`src/common/bltr_params.svh`:
```
`ifndef BLTR_PARAMS_SVH
`define BLTR_PARAMS_SVH

// Word indices as printed; the plain register port addresses words directly
`define BLTR_ADDR_W 8
`define BLTR_OFF_CFG 8'hd0
`define BLTR_OFF_CTL 8'hd1
`define BLTR_OFF_STS 8'hd2
`define BLTR_OFF_BER 8'hd3

// Configuration word fields
`define BLTR_CFG_LO_MSB 15
`define BLTR_CFG_REM_OVR 16
`define BLTR_CFG_LOC_OVR 17
`define BLTR_CFG_RSV_MSB 19
`define BLTR_CFG_RSV_LSB 18
`define BLTR_CFG_CTLE_MSB 22
`define BLTR_CFG_CTLE_LSB 20
`define BLTR_CFG_SWING 23
`define BLTR_CFG_DFE_MSB 26
`define BLTR_CFG_DFE_LSB 24
`define BLTR_CFG_BIT27 27
`define BLTR_CFG_MAXM 28
`define BLTR_CFG_STEP_MSB 31
`define BLTR_CFG_STEP_LSB 29
// Reset: training enable and pass_one set, main step 2, pre/post step 1,
// hysteresis 2, local override 1, everything else 0
`define BLTR_CFG_RESET 32'h0002_2129

// Restart/update word strobe bits
`define BLTR_CTL_RESTART 0
`define BLTR_CTL_REM_UPD 4
`define BLTR_CTL_LOC_UPD 8

// Mode codes
`define BLTR_CTLE_OFF 3'h0
`define BLTR_CTLE_ON 3'h3
`define BLTR_DFE_OFF 3'h0
`define BLTR_DFE_END 3'h2
`define BLTR_DFE_STEPS 3'h3

// Measurement length field
`define BLTR_BER_MSB 9
`define BLTR_BER_W 10
`define BLTR_BER_RESET 10'h000

`endif

```
`src/common/bltr_pkg.sv`:
```
`include "bltr_params.svh"

package bltr_pkg;

    typedef enum logic [1:0] {
        BLTR_CTLE_DIS = 2'b00,
        BLTR_CTLE_EN = 2'b01,
        BLTR_CTLE_RSV = 2'b10
    } bltr_ctle_t;

    typedef enum logic [1:0] {
        BLTR_DFE_DIS = 2'b00,
        BLTR_DFE_AT_END = 2'b01,
        BLTR_DFE_AFTER_STEPS = 2'b10,
        BLTR_DFE_RSV = 2'b11
    } bltr_dfe_t;

    // Decoded controls handed to the training state machine
    typedef struct packed {
        logic [`BLTR_CFG_LO_MSB:0] low_fields;
        logic remote_coef_override_en;
        logic local_coef_override_en;
        bltr_ctle_t ctle_mode;
        logic swing_high;
        bltr_dfe_t dfe_mode;
        logic max_eq_mode;
        logic [2:0] max_post_steps;
        logic [`BLTR_BER_MSB:0] ber_frames;
    } bltr_ctrl_t;

    // One-cycle commands to the training state machine
    typedef struct packed {
        logic restart;
        logic send_remote;
        logic apply_local;
    } bltr_cmd_t;

    // Status levels from the training state machine
    typedef struct packed {
        logic ctle_tune_err;
        logic ctle_lock_loss;
        logic lock_err;
        logic ber_err;
        logic failure;
        logic running;
        logic frame_lock;
        logic rx_trained;
    } bltr_status_t;

endpackage : bltr_pkg

```
`src/logic/bltr_regs.sv`:
```
// Added by the designer: the strobed register port.
`include "bltr_params.svh"

module bltr_regs
    import bltr_pkg::*;
(
    // Clock and reset
    input wire logic clk,
    input wire logic rst_n,
    // Register port
    input wire logic [`BLTR_ADDR_W-1:0] addr,
    input wire logic [31:0] wdata,
    input wire logic wr_en,
    input wire logic rd_en,
    output logic [31:0] rdata,
    // Training state machine side
    output bltr_ctrl_t ctrl,
    output bltr_cmd_t cmd,
    input wire bltr_status_t status_in
);

    logic [31:0] cfg_reg;
    logic [`BLTR_BER_MSB:0] ber_reg;
    bltr_cmd_t cmd_reg;
    logic [7:0] sts_meta_reg;
    logic [7:0] sts_reg;
    logic [31:0] rdata_reg;
    logic [31:0] rdata_next;

    function automatic logic hit(input logic [`BLTR_ADDR_W-1:0] a,
                                 input logic [`BLTR_ADDR_W-1:0] off);
        hit = (a == off);
    endfunction : hit

    function automatic bltr_ctle_t ctle_decode(input logic [2:0] code);
        case (code)
            `BLTR_CTLE_OFF: ctle_decode = BLTR_CTLE_DIS;
            `BLTR_CTLE_ON: ctle_decode = BLTR_CTLE_EN;
            default: ctle_decode = BLTR_CTLE_RSV;
        endcase
    endfunction : ctle_decode

    function automatic bltr_dfe_t dfe_decode(input logic [2:0] code);
        case (code)
            `BLTR_DFE_OFF: dfe_decode = BLTR_DFE_DIS;
            `BLTR_DFE_END: dfe_decode = BLTR_DFE_AT_END;
            `BLTR_DFE_STEPS: dfe_decode = BLTR_DFE_AFTER_STEPS;
            default: dfe_decode = BLTR_DFE_RSV;
        endcase
    endfunction : dfe_decode

    // Configuration word; reserved bits are stored as written so that a
    // read-modify-write returns them unchanged
    always_ff @(posedge clk or negedge rst_n) begin
        if (!rst_n) begin
            cfg_reg <= `BLTR_CFG_RESET;
        end else if (wr_en && hit(addr, `BLTR_OFF_CFG)) begin
            cfg_reg <= wdata;
        end
    end

    always_ff @(posedge clk or negedge rst_n) begin
        if (!rst_n) begin
            ber_reg <= `BLTR_BER_RESET;
        end else if (wr_en && hit(addr, `BLTR_OFF_BER)) begin
            ber_reg <= wdata[`BLTR_BER_MSB:0];
        end
    end

    // Strobes live one cycle; an update without its override is dropped,
    // since the training logic would otherwise fight software for the taps
    always_ff @(posedge clk or negedge rst_n) begin
        if (!rst_n) begin
            cmd_reg <= '0;
        end else begin
            cmd_reg <= '0;
            if (wr_en && hit(addr, `BLTR_OFF_CTL)) begin
                cmd_reg.restart <= wdata[`BLTR_CTL_RESTART];
                cmd_reg.send_remote <= wdata[`BLTR_CTL_REM_UPD]
                    && cfg_reg[`BLTR_CFG_REM_OVR];
                cmd_reg.apply_local <= wdata[`BLTR_CTL_LOC_UPD]
                    && cfg_reg[`BLTR_CFG_LOC_OVR];
            end
        end
    end

    // Status comes from the training clock area; two stages before use
    always_ff @(posedge clk or negedge rst_n) begin
        if (!rst_n) begin
            sts_meta_reg <= '0;
            sts_reg <= '0;
        end else begin
            sts_meta_reg <= status_in;
            sts_reg <= sts_meta_reg;
        end
    end

    always_comb begin
        rdata_next = '0;
        if (hit(addr, `BLTR_OFF_CFG)) begin
            rdata_next = cfg_reg;
        end else if (hit(addr, `BLTR_OFF_CTL)) begin
            rdata_next = '0;
        end else if (hit(addr, `BLTR_OFF_STS)) begin
            rdata_next = {24'h00_0000, sts_reg};
        end else if (hit(addr, `BLTR_OFF_BER)) begin
            rdata_next = {22'h00_0000, ber_reg};
        end
    end

    // Read data stand only in the cycle after the strobe
    always_ff @(posedge clk or negedge rst_n) begin
        if (!rst_n) begin
            rdata_reg <= '0;
        end else if (rd_en) begin
            rdata_reg <= rdata_next;
        end else begin
            rdata_reg <= '0;
        end
    end

    assign rdata = rdata_reg;
    assign cmd = cmd_reg;

    always_comb begin
        ctrl.low_fields = cfg_reg[`BLTR_CFG_LO_MSB:0];
        ctrl.remote_coef_override_en = cfg_reg[`BLTR_CFG_REM_OVR];
        ctrl.local_coef_override_en = cfg_reg[`BLTR_CFG_LOC_OVR];
        ctrl.ctle_mode = ctle_decode(cfg_reg[`BLTR_CFG_CTLE_MSB:`BLTR_CFG_CTLE_LSB]);
        ctrl.swing_high = cfg_reg[`BLTR_CFG_SWING];
        ctrl.dfe_mode = dfe_decode(cfg_reg[`BLTR_CFG_DFE_MSB:`BLTR_CFG_DFE_LSB]);
        ctrl.max_eq_mode = cfg_reg[`BLTR_CFG_MAXM];
        ctrl.max_post_steps = cfg_reg[`BLTR_CFG_STEP_MSB:`BLTR_CFG_STEP_LSB];
        ctrl.ber_frames = ber_reg;
    end

    // Views used only by the checks below
    logic [2:0] ctle_code;
    logic [2:0] dfe_code;
    bltr_status_t sts_view;
    bltr_status_t rd_view;

    assign ctle_code = cfg_reg[`BLTR_CFG_CTLE_MSB:`BLTR_CFG_CTLE_LSB];
    assign dfe_code = cfg_reg[`BLTR_CFG_DFE_MSB:`BLTR_CFG_DFE_LSB];
    assign sts_view = sts_reg;
    assign rd_view = rdata_reg[$bits(bltr_status_t)-1:0];
endmodule : bltr_regs

```
`config.mk`:
```
export PLATFORM = sky130hd
export DESIGN_NAME = bltr_regs
export DESIGN_NICKNAME = d
export VERILOG_FILES = /design/src/common/bltr_pkg.sv /design/src/logic/bltr_regs.sv
export VERILOG_INCLUDE_DIRS = /design/src /design/src/common
export SDC_FILE = /design/constraint.sdc
export NUM_CORES = 1
export LEC_CHECK = 0
export ABC_AREA = 1
export BUFFER_PORTS_ARGS = -buffer_cell sky130_fd_sc_hd__buf_2
export CAP_MARGIN = 10
export CORE_ASPECT_RATIO = 1.5
export CORE_MARGIN = 3
export CORE_UTILIZATION = 45
export CTS_CLUSTER_DIAMETER = 200
export DETAILED_ROUTE_END_ITERATION = 16
export GPL_TIMING_DRIVEN = 0
export MAX_ROUTING_LAYER = met4
export PLACE_DENSITY = 0.77
export RECOVER_POWER = 100
export REMOVE_ABC_BUFFERS = 1
export SETUP_SLACK_MARGIN = 0.4
export SLEW_MARGIN = 20
export SYNTH_ARGS = -nofsm -noshare
export SYNTH_HDL_FRONTEND = slang
export SYNTH_SLANG_ARGS = --single-unit
```
`constraint.sdc`:
```
create_clock -name clk -period 0.8 [get_ports clk]
set_input_delay 0.08 -clock clk [delete_from_list [all_inputs] [get_ports clk]]
set_output_delay 0.08 -clock clk [all_outputs]
set_load 0.03 [all_outputs]
```
==> flow_summary_export.csv, run 1 <==
group,metric,value,unit
place,place_hpwl,5610,um
global_routing,grt_pass1_vias,3354,
power_and_ir_drop,pwr-share-comb,0.162,
global_routing,antenna_found_initial,0,
logic_synthesis,synthMuxAreaShare,0,
final_layout,final_common_cell,"buf_6",
final_layout,ff_latch_area,2330,um^2
logic_synthesis,postSynthCellCount,379,
timing,finalHoldViolCount,43,
final_layout,fillers,434,
status,status,"finished, violations left",
routing,drt-wirelength-per-cell,18.9,um
power_and_ir_drop,finalPower,10800,uW
logic_synthesis,synth_compound_area_frac,0.0624,
floorplanning,chipHeight,117,um
global_routing,grt_max_degree,48,
timing,whs,-0.143,ns
timing,fin_ws,-0.464,ns
clock_tree,clock_tree.root_cell,"clkbuf_16",
routing,drtIter0Drc,188,
place,post-place-ws,-0.852,ns
logic_synthesis,yosysWarnings,0,
final_layout,antenna_cells,0,
routing,remaining_drc_errors,0,
logic_synthesis,synth_top_family_by_area,"simple AND/OR/NAND/NOR gates",
place,postPlaceCellArea,4210,um^2
place,gp_congestion,0.813,
timing,fin_crit,1.26,ns
logic_synthesis,yosysSeqAreaShare,0.633,
min_path,hold_path.class,"input pin to flop",
power_and_ir_drop,leakagePower,0.00326,uW
power_and_ir_drop,powerDensity,1710,nW/um^2
logic_synthesis,synthesis.area,3690,um^2
routing,vias,3370,
final_layout,layout_common_cells,"108 x buf_6, 87 x dfrtp_1, 55 x nand2_1",
status,violations,"negative hold slack, negative setup slack",
clock_tree,h-tree-depth,3,
flow_run,cap_viol_max_count,0,
timing,setup_viol,134,
final_layout,final_nets,606,
global_routing,track_usage,0.249,
timing,drv_slew,0,
clock_tree,tritoncts,"done",
routing,vias_per_cell,5.10,
global_routing,grt_overflow,0,
timing,fin_crit_sh,1.58,
routing,wl,12500,um
floorplanning,die-area,9340,um^2
setup_path,worstSetupPathType,"flop to output pin",
floorplanning,fp.coreArea,7810,um^2
power_and_ir_drop,p_int,8070,uW
logic_synthesis,synth_area_per_cell,9.73,um^2
logic_synthesis,ys_ff_latch,93,
setup_path,cp-start-kind,"flop",
setup_path,reg2reg_depth,5,
final_layout,layout-drive-gt1-share,0.639,
setup_path,crit_fanout,3,
min_path,hold-path-cell-count,1,
power_and_ir_drop,clkPwrFrac,0.370,
setup_path,worstPathRequired,0.72,ns
floorplanning,initial_utilization,0.472,
logic_synthesis,yosys.area_share.simple,0.187,
final_layout,multi_input_area,1470,um^2
setup_path,arrival,1.18,ns
clock_tree,insertion_delay,0.33,ns
setup_path,worst_setup_path_end_kind,"output pin",
clock_tree,cts_made_buffers,9,
power_and_ir_drop,power_switching,2770,uW
logic_synthesis,ys_types,20,
timing,fmax,791,MHz
clock_tree,cts_buffer_depth,2,
logic_synthesis,synth_xor_area_frac,0,
power_and_ir_drop,swShare,0.256,
timing,relSlewSlack,0.207,
logic_synthesis,synth_fa_ha_area_frac,0,
clock_tree,path_clk_slew,0.06,ns
final_layout,area_growth,71.7,%
power_and_ir_drop,seqPwrFrac,0.468,
global_routing,grt_first_pass_wirelength,16800,um
floorplanning,ios,124,
routing,ant_nets,0,
routing,firstDrtPassIters,4,
timing,clock_skew,0.00830,ns
timing,worstMarginPinSlew,1.19,ns
power_and_ir_drop,ir_drop,1610,uV
final_layout,fin_area,6330,um^2
clock_tree,cts_sinks,93,
floorplanning,die_w,79.9,um
timing,rsz0062_at_grt,"true",
place,portBuffers,123,
floorplanning,rows,39,
cells by family after synthesis:
| logic type | Yosys count |
|---|---|
| AND/OR/NAND/NOR | 161 |
| AO/OA/AOI/OAI | 46 |
| buffers and inverters | 79 |
| flip-flops | 93 |
power by group through the flow:
stage          combinational (uW)  sequential, uW  clock, uW
2_1_floorplan                 256            5350          0
3_3_place_gp                  918            5100          0
3_5_place_dp                  960            5110          0
4_1_cts                      1480            5050       4060
5_1_grt                      1870            5080       4310
6_report                     1760            5070       4010
through the flow:
stage          utilization  TNS, ns  std cells
3_3_place_gp         0.534  -154.58        570
6_report             0.811   -17.16        661
5_1_grt              0.811   -33.34        661
3_5_place_dp         0.539   -46.06        572
2_1_floorplan            -   -23.44        345
4_1_cts              0.754   -13.55        642
routing by layer:
metal / wire length, um / vias up / track usage / share of wire
met4: 527 / 0 / 0.123 / 0.042
met1: 4540 / 1664 / 0.273 / 0.36
met3: 645 / 48 / 0.0467 / 0.052
met5: 0 / - / - / 0
met2: 6770 / 156 / 0.430 / 0.54
li1: - / 1502 / - / -
cell usage after synthesis (all sizes together):
master / count / area (um^2)
clkbuf: 2 / 7.51
nand3: 9 / 45.0
nor2: 40 / 213
nand2: 109 / 417
inv: 45 / 171
o21ai: 45 / 225
dfstp: 6 / 158
buf: 32 / 254
a21oi: 1 / 5.00
dfrtp: 87 / 2180
nor3: 3 / 15.0
layout make-up:
cell class / count / area share
Inverter: 45 / 0.0342
Clock buffer: 15 / 0.0439
Clock inverter: 1 / 0.000790
Timing Repair inverter: 1 / 0.00316
Multi-Input combinational cell: 211 / 0.233
Sequential cell: 93 / 0.369
Tap cell: 102 / 0.0202
Timing Repair Buffer: 193 / 0.297
final timing paths:
check / slack, ns / end / from
setup / recovery: -0.46 / ctrl[14] / cfg_reg[24]
hold / removal: -0.14 / sts_meta_reg[7] / status_in[7]
setup reg to reg: -0.17 / cfg_reg[24] / cfg_reg[24]
hold reg to reg: 0.34 / sts_reg[5] / sts_meta_reg[5]
max in group asynchronous: 0.02 / rdata[24] / rst_n
min in group asynchronous: -0.02 / ber_reg[5] / rst_n
worst max-delay path, stage by stage, from the launching register on:
cell and delay [ns]:
dfrtp_1 0.43, a21oi_2 0.16, o21ai_1 0.09, buf_4 0.17
what timing repair did:
action                                  CTS  global route
pin swaps                                42            43
gates cloned                              7             0
endpoints found under the hold margin    87            76
setup buffers                            47            19
endpoints found under the setup margin  204           157
resized for setup                       306           105
(Power assumes the default switching activity.)
==> run 2: changes to the inputs <==
--- a/config.mk
+++ b/config.mk
@@ -11,12 +11,12 @@
 export CAP_MARGIN = 10
 export CORE_ASPECT_RATIO = 1.5
 export CORE_MARGIN = 3
-export CORE_UTILIZATION = 45
+export CORE_UTILIZATION = 50
 export CTS_CLUSTER_DIAMETER = 200
 export DETAILED_ROUTE_END_ITERATION = 16
 export GPL_TIMING_DRIVEN = 0
 export MAX_ROUTING_LAYER = met4
-export PLACE_DENSITY = 0.77
+export PLACE_DENSITY = 0.81
 export RECOVER_POWER = 100
 export REMOVE_ABC_BUFFERS = 1
 export SETUP_SLACK_MARGIN = 0.4
==> constraint.sdc (replaced) <==
create_clock -name clk -period 1.45 [get_ports clk]
set_input_delay 0.145 -clock clk [delete_from_list [all_inputs] [get_ports clk]]
set_output_delay 0.145 -clock clk [all_outputs]
set_load 0.03 [all_outputs]
==> flow_summary_export.csv, run 2 (synthesis results as in run 1) <==
group,metric,value,unit
min_path,hold_path.class,"input pin to flop",
clock_tree,path_clk_slew,0.10,ns
global_routing,grt_use_met3,0.0683,
clock_tree,clock_tree.root_cell,"clkbuf_8",
final_layout,layout-drive-gt1-share,0.249,
clock_tree,cts_buffer_depth,2,
global_routing,antenna_found_initial,0,
setup_path,crit_chain,"buf_2 > inv_1 > nand2_1 > nor2_1 > nand2_8 > nor2_8 > buf_4 > nand2_1 > o21ai_0",
final_layout,ff_latch_area,2330,um^2
setup_path,arrival,1.71,ns
power_and_ir_drop,swShare,0.269,
routing,wl,12300,um
clock_tree,cts_made_buffers,9,
place,place_hpwl,5440,um
power_and_ir_drop,pwr-share-comb,0.144,
timing,clock_skew,0.0101,ns
place,place_inst,567,
power_and_ir_drop,p_int,3860,uW
clock_tree,tritoncts,"done",
final_layout,area_growth,39.0,%
timing,fin_crit,1.44,ns
setup_path,cp-start-kind,"input pin",
global_routing,grt_first_pass_wirelength,17300,um
timing,finalHoldViolCount,0,
setup_path,worstSetupPathType,"input pin to flop",
setup_path,crit_fanout,9,
power_and_ir_drop,seqPwrFrac,0.525,
clock_tree,insertion_delay,0.37,ns
global_routing,grt_pass1_vias,3540,
global_routing,track_usage,0.273,
routing,drt-wirelength-per-cell,18.3,um
min_path,hold_end,"cfg_reg[16]",
status,status,"completed",
timing,fin_crit_sh,0.995,
floorplanning,die-area,8460,um^2
floorplanning,chipHeight,111,um
setup_path,worstPathRequired,1.72,ns
timing,fmax,693,MHz
setup_path,worst-path-buf-inv,3,
setup_path,worst_setup_path_end_kind,"flop",
final_layout,fillers,500,
setup_path,cp_slowest_cell,"nor2_1",
timing,drv_slew,0,
floorplanning,rows,37,
power_and_ir_drop,leakagePower,0.00269,uW
timing,worstMarginPinSlew,0.622,ns
min_path,hold_path.startpoint,"wdata[16]",
routing,drtIter0Drc,400,
power_and_ir_drop,ir_drop,762,uV
routing,firstDrtPassIters,5,
clock_tree,cts_sinks,93,
final_layout,final_nets,621,
final_layout,fin_area,5130,um^2
setup_path,slowest_delay,0.49,ns
place,postPlaceCellArea,4210,um^2
place,portBuffers,123,
flow_run,cap_viol_max_count,0,
timing,setup_viol,0,
place,gp_congestion,0.916,
global_routing,busiest_layer,"met2",
floorplanning,ios,124,
routing,vias,3464,
place,post-place-ws,-0.244,ns
timing,relSlewSlack,0.585,
floorplanning,fp.coreArea,6990,um^2
power_and_ir_drop,power_switching,1420,uW
final_layout,final_common_cell,"nand2_1",
global_routing,grt_max_degree,51,
setup_path,reg2reg_depth,3,
setup_path,reg2reg_to,"ber_reg[7]",
clock_tree,h-tree-depth,3,
timing,rsz0062_at_grt,"true",
floorplanning,initial_utilization,0.527,
final_layout,antenna_cells,0,
final_layout,multi_input_area,970,um^2
floorplanning,die_w,76.1,um
final_layout,finish.utilization,0.733,
setup_path,r2r_start,"ber_reg[7]",
power_and_ir_drop,powerDensity,1030,nW/um^2
timing,tns,0,ns
min_path,hold-path-cell-count,3,
routing,remaining_drc_errors,0,
routing,ant_nets,0,
setup_path,cp_common_cell,"nand2_1",
routing,vias_per_cell,5.16,
global_routing,grt_util_met1,0.274,
final_layout,finalNonFillerCells,671,
setup_path,crit_family,"simple AND/OR/NAND/NOR gates",
power_and_ir_drop,clkPwrFrac,0.331,
final_layout,layout_common_cells,"107 x nand2_1, 87 x dfrtp_1, 71 x clkbuf_1",
timing,fin_ws,0.00684,ns
global_routing,gr-usage-met2,0.479,
setup_path,regToRegSetupSlack,0.39,ns
global_routing,grt_overflow,0,
[run 2: repair_timing]
item,CTS,global route
hold buffers,36,0
resized for setup,140,25
gates cloned,3,0
hold endpoints to repair,81,0
setup buffers,32,17
pin swaps,9,5
setup endpoints to repair,107,138
[run 2: area by class of cell]
cell class | instances | area share
flip-flops and latches | 93 | 0.455
repair buffers | 210 | 0.259
multi-input cells | 210 | 0.189
inverters | 45 | 0.0347
clock buffers | 13 | 0.0290
well taps | 97 | 0.0237
clock inverters | 3 | 0.00903
[run 2: tightest hold or removal path, stage by stage]
cell     delay [ns]
buf_2          0.08
nand2_1        0.04
o21ai_1        0.07
[run 2: layer usage]
layer | share of wire | routed length [um] | vias to the layer above
li1 | - | - | 1510
met1 | 0.34 | 4160 | 1672
met2 | 0.54 | 6690 | 228
met3 | 0.074 | 908 | 54
met4 | 0.042 | 520 | 0
met5 | 0 | 0 | -
[run 2: worst max path at each step]
| stage | startpoint | to | cells past startpoint |
|---|---|---|---|
| floorplan | addr[3] | ber_reg[0] | 4 |
| global placement | wr_en | ber_reg[2] | 4 |
| detailed placement | addr[5] | cfg_reg[31] | 7 |
| CTS | cfg_reg[20] | ctrl[18] | 4 |
| global route | addr[0] | rdata[2] | 10 |
| finish | addr[0] | rdata[9] | 9 |
[run 2: power by group through the flow]
stage / Sequential (uW) / Combinational [uW] / Clock (uW)
3_3_place_gp: 2810 / 502 / 0
2_1_floorplan: 2950 / 141 / 0
4_1_cts: 2780 / 769 / 1750
5_1_grt: 2780 / 814 / 1870
6_report: 2770 / 758 / 1750
3_5_place_dp: 2820 / 526 / 0
[run 2: through the flow]
step	hold WS (ns)	power (uW)
2_1_floorplan	-0.151	3090
3_3_place_gp	0.255	3310
3_5_place_dp	0.172	3340
4_1_cts	0.00245	5300
5_1_grt	0.0187	5470
6_report	0.00487	5280
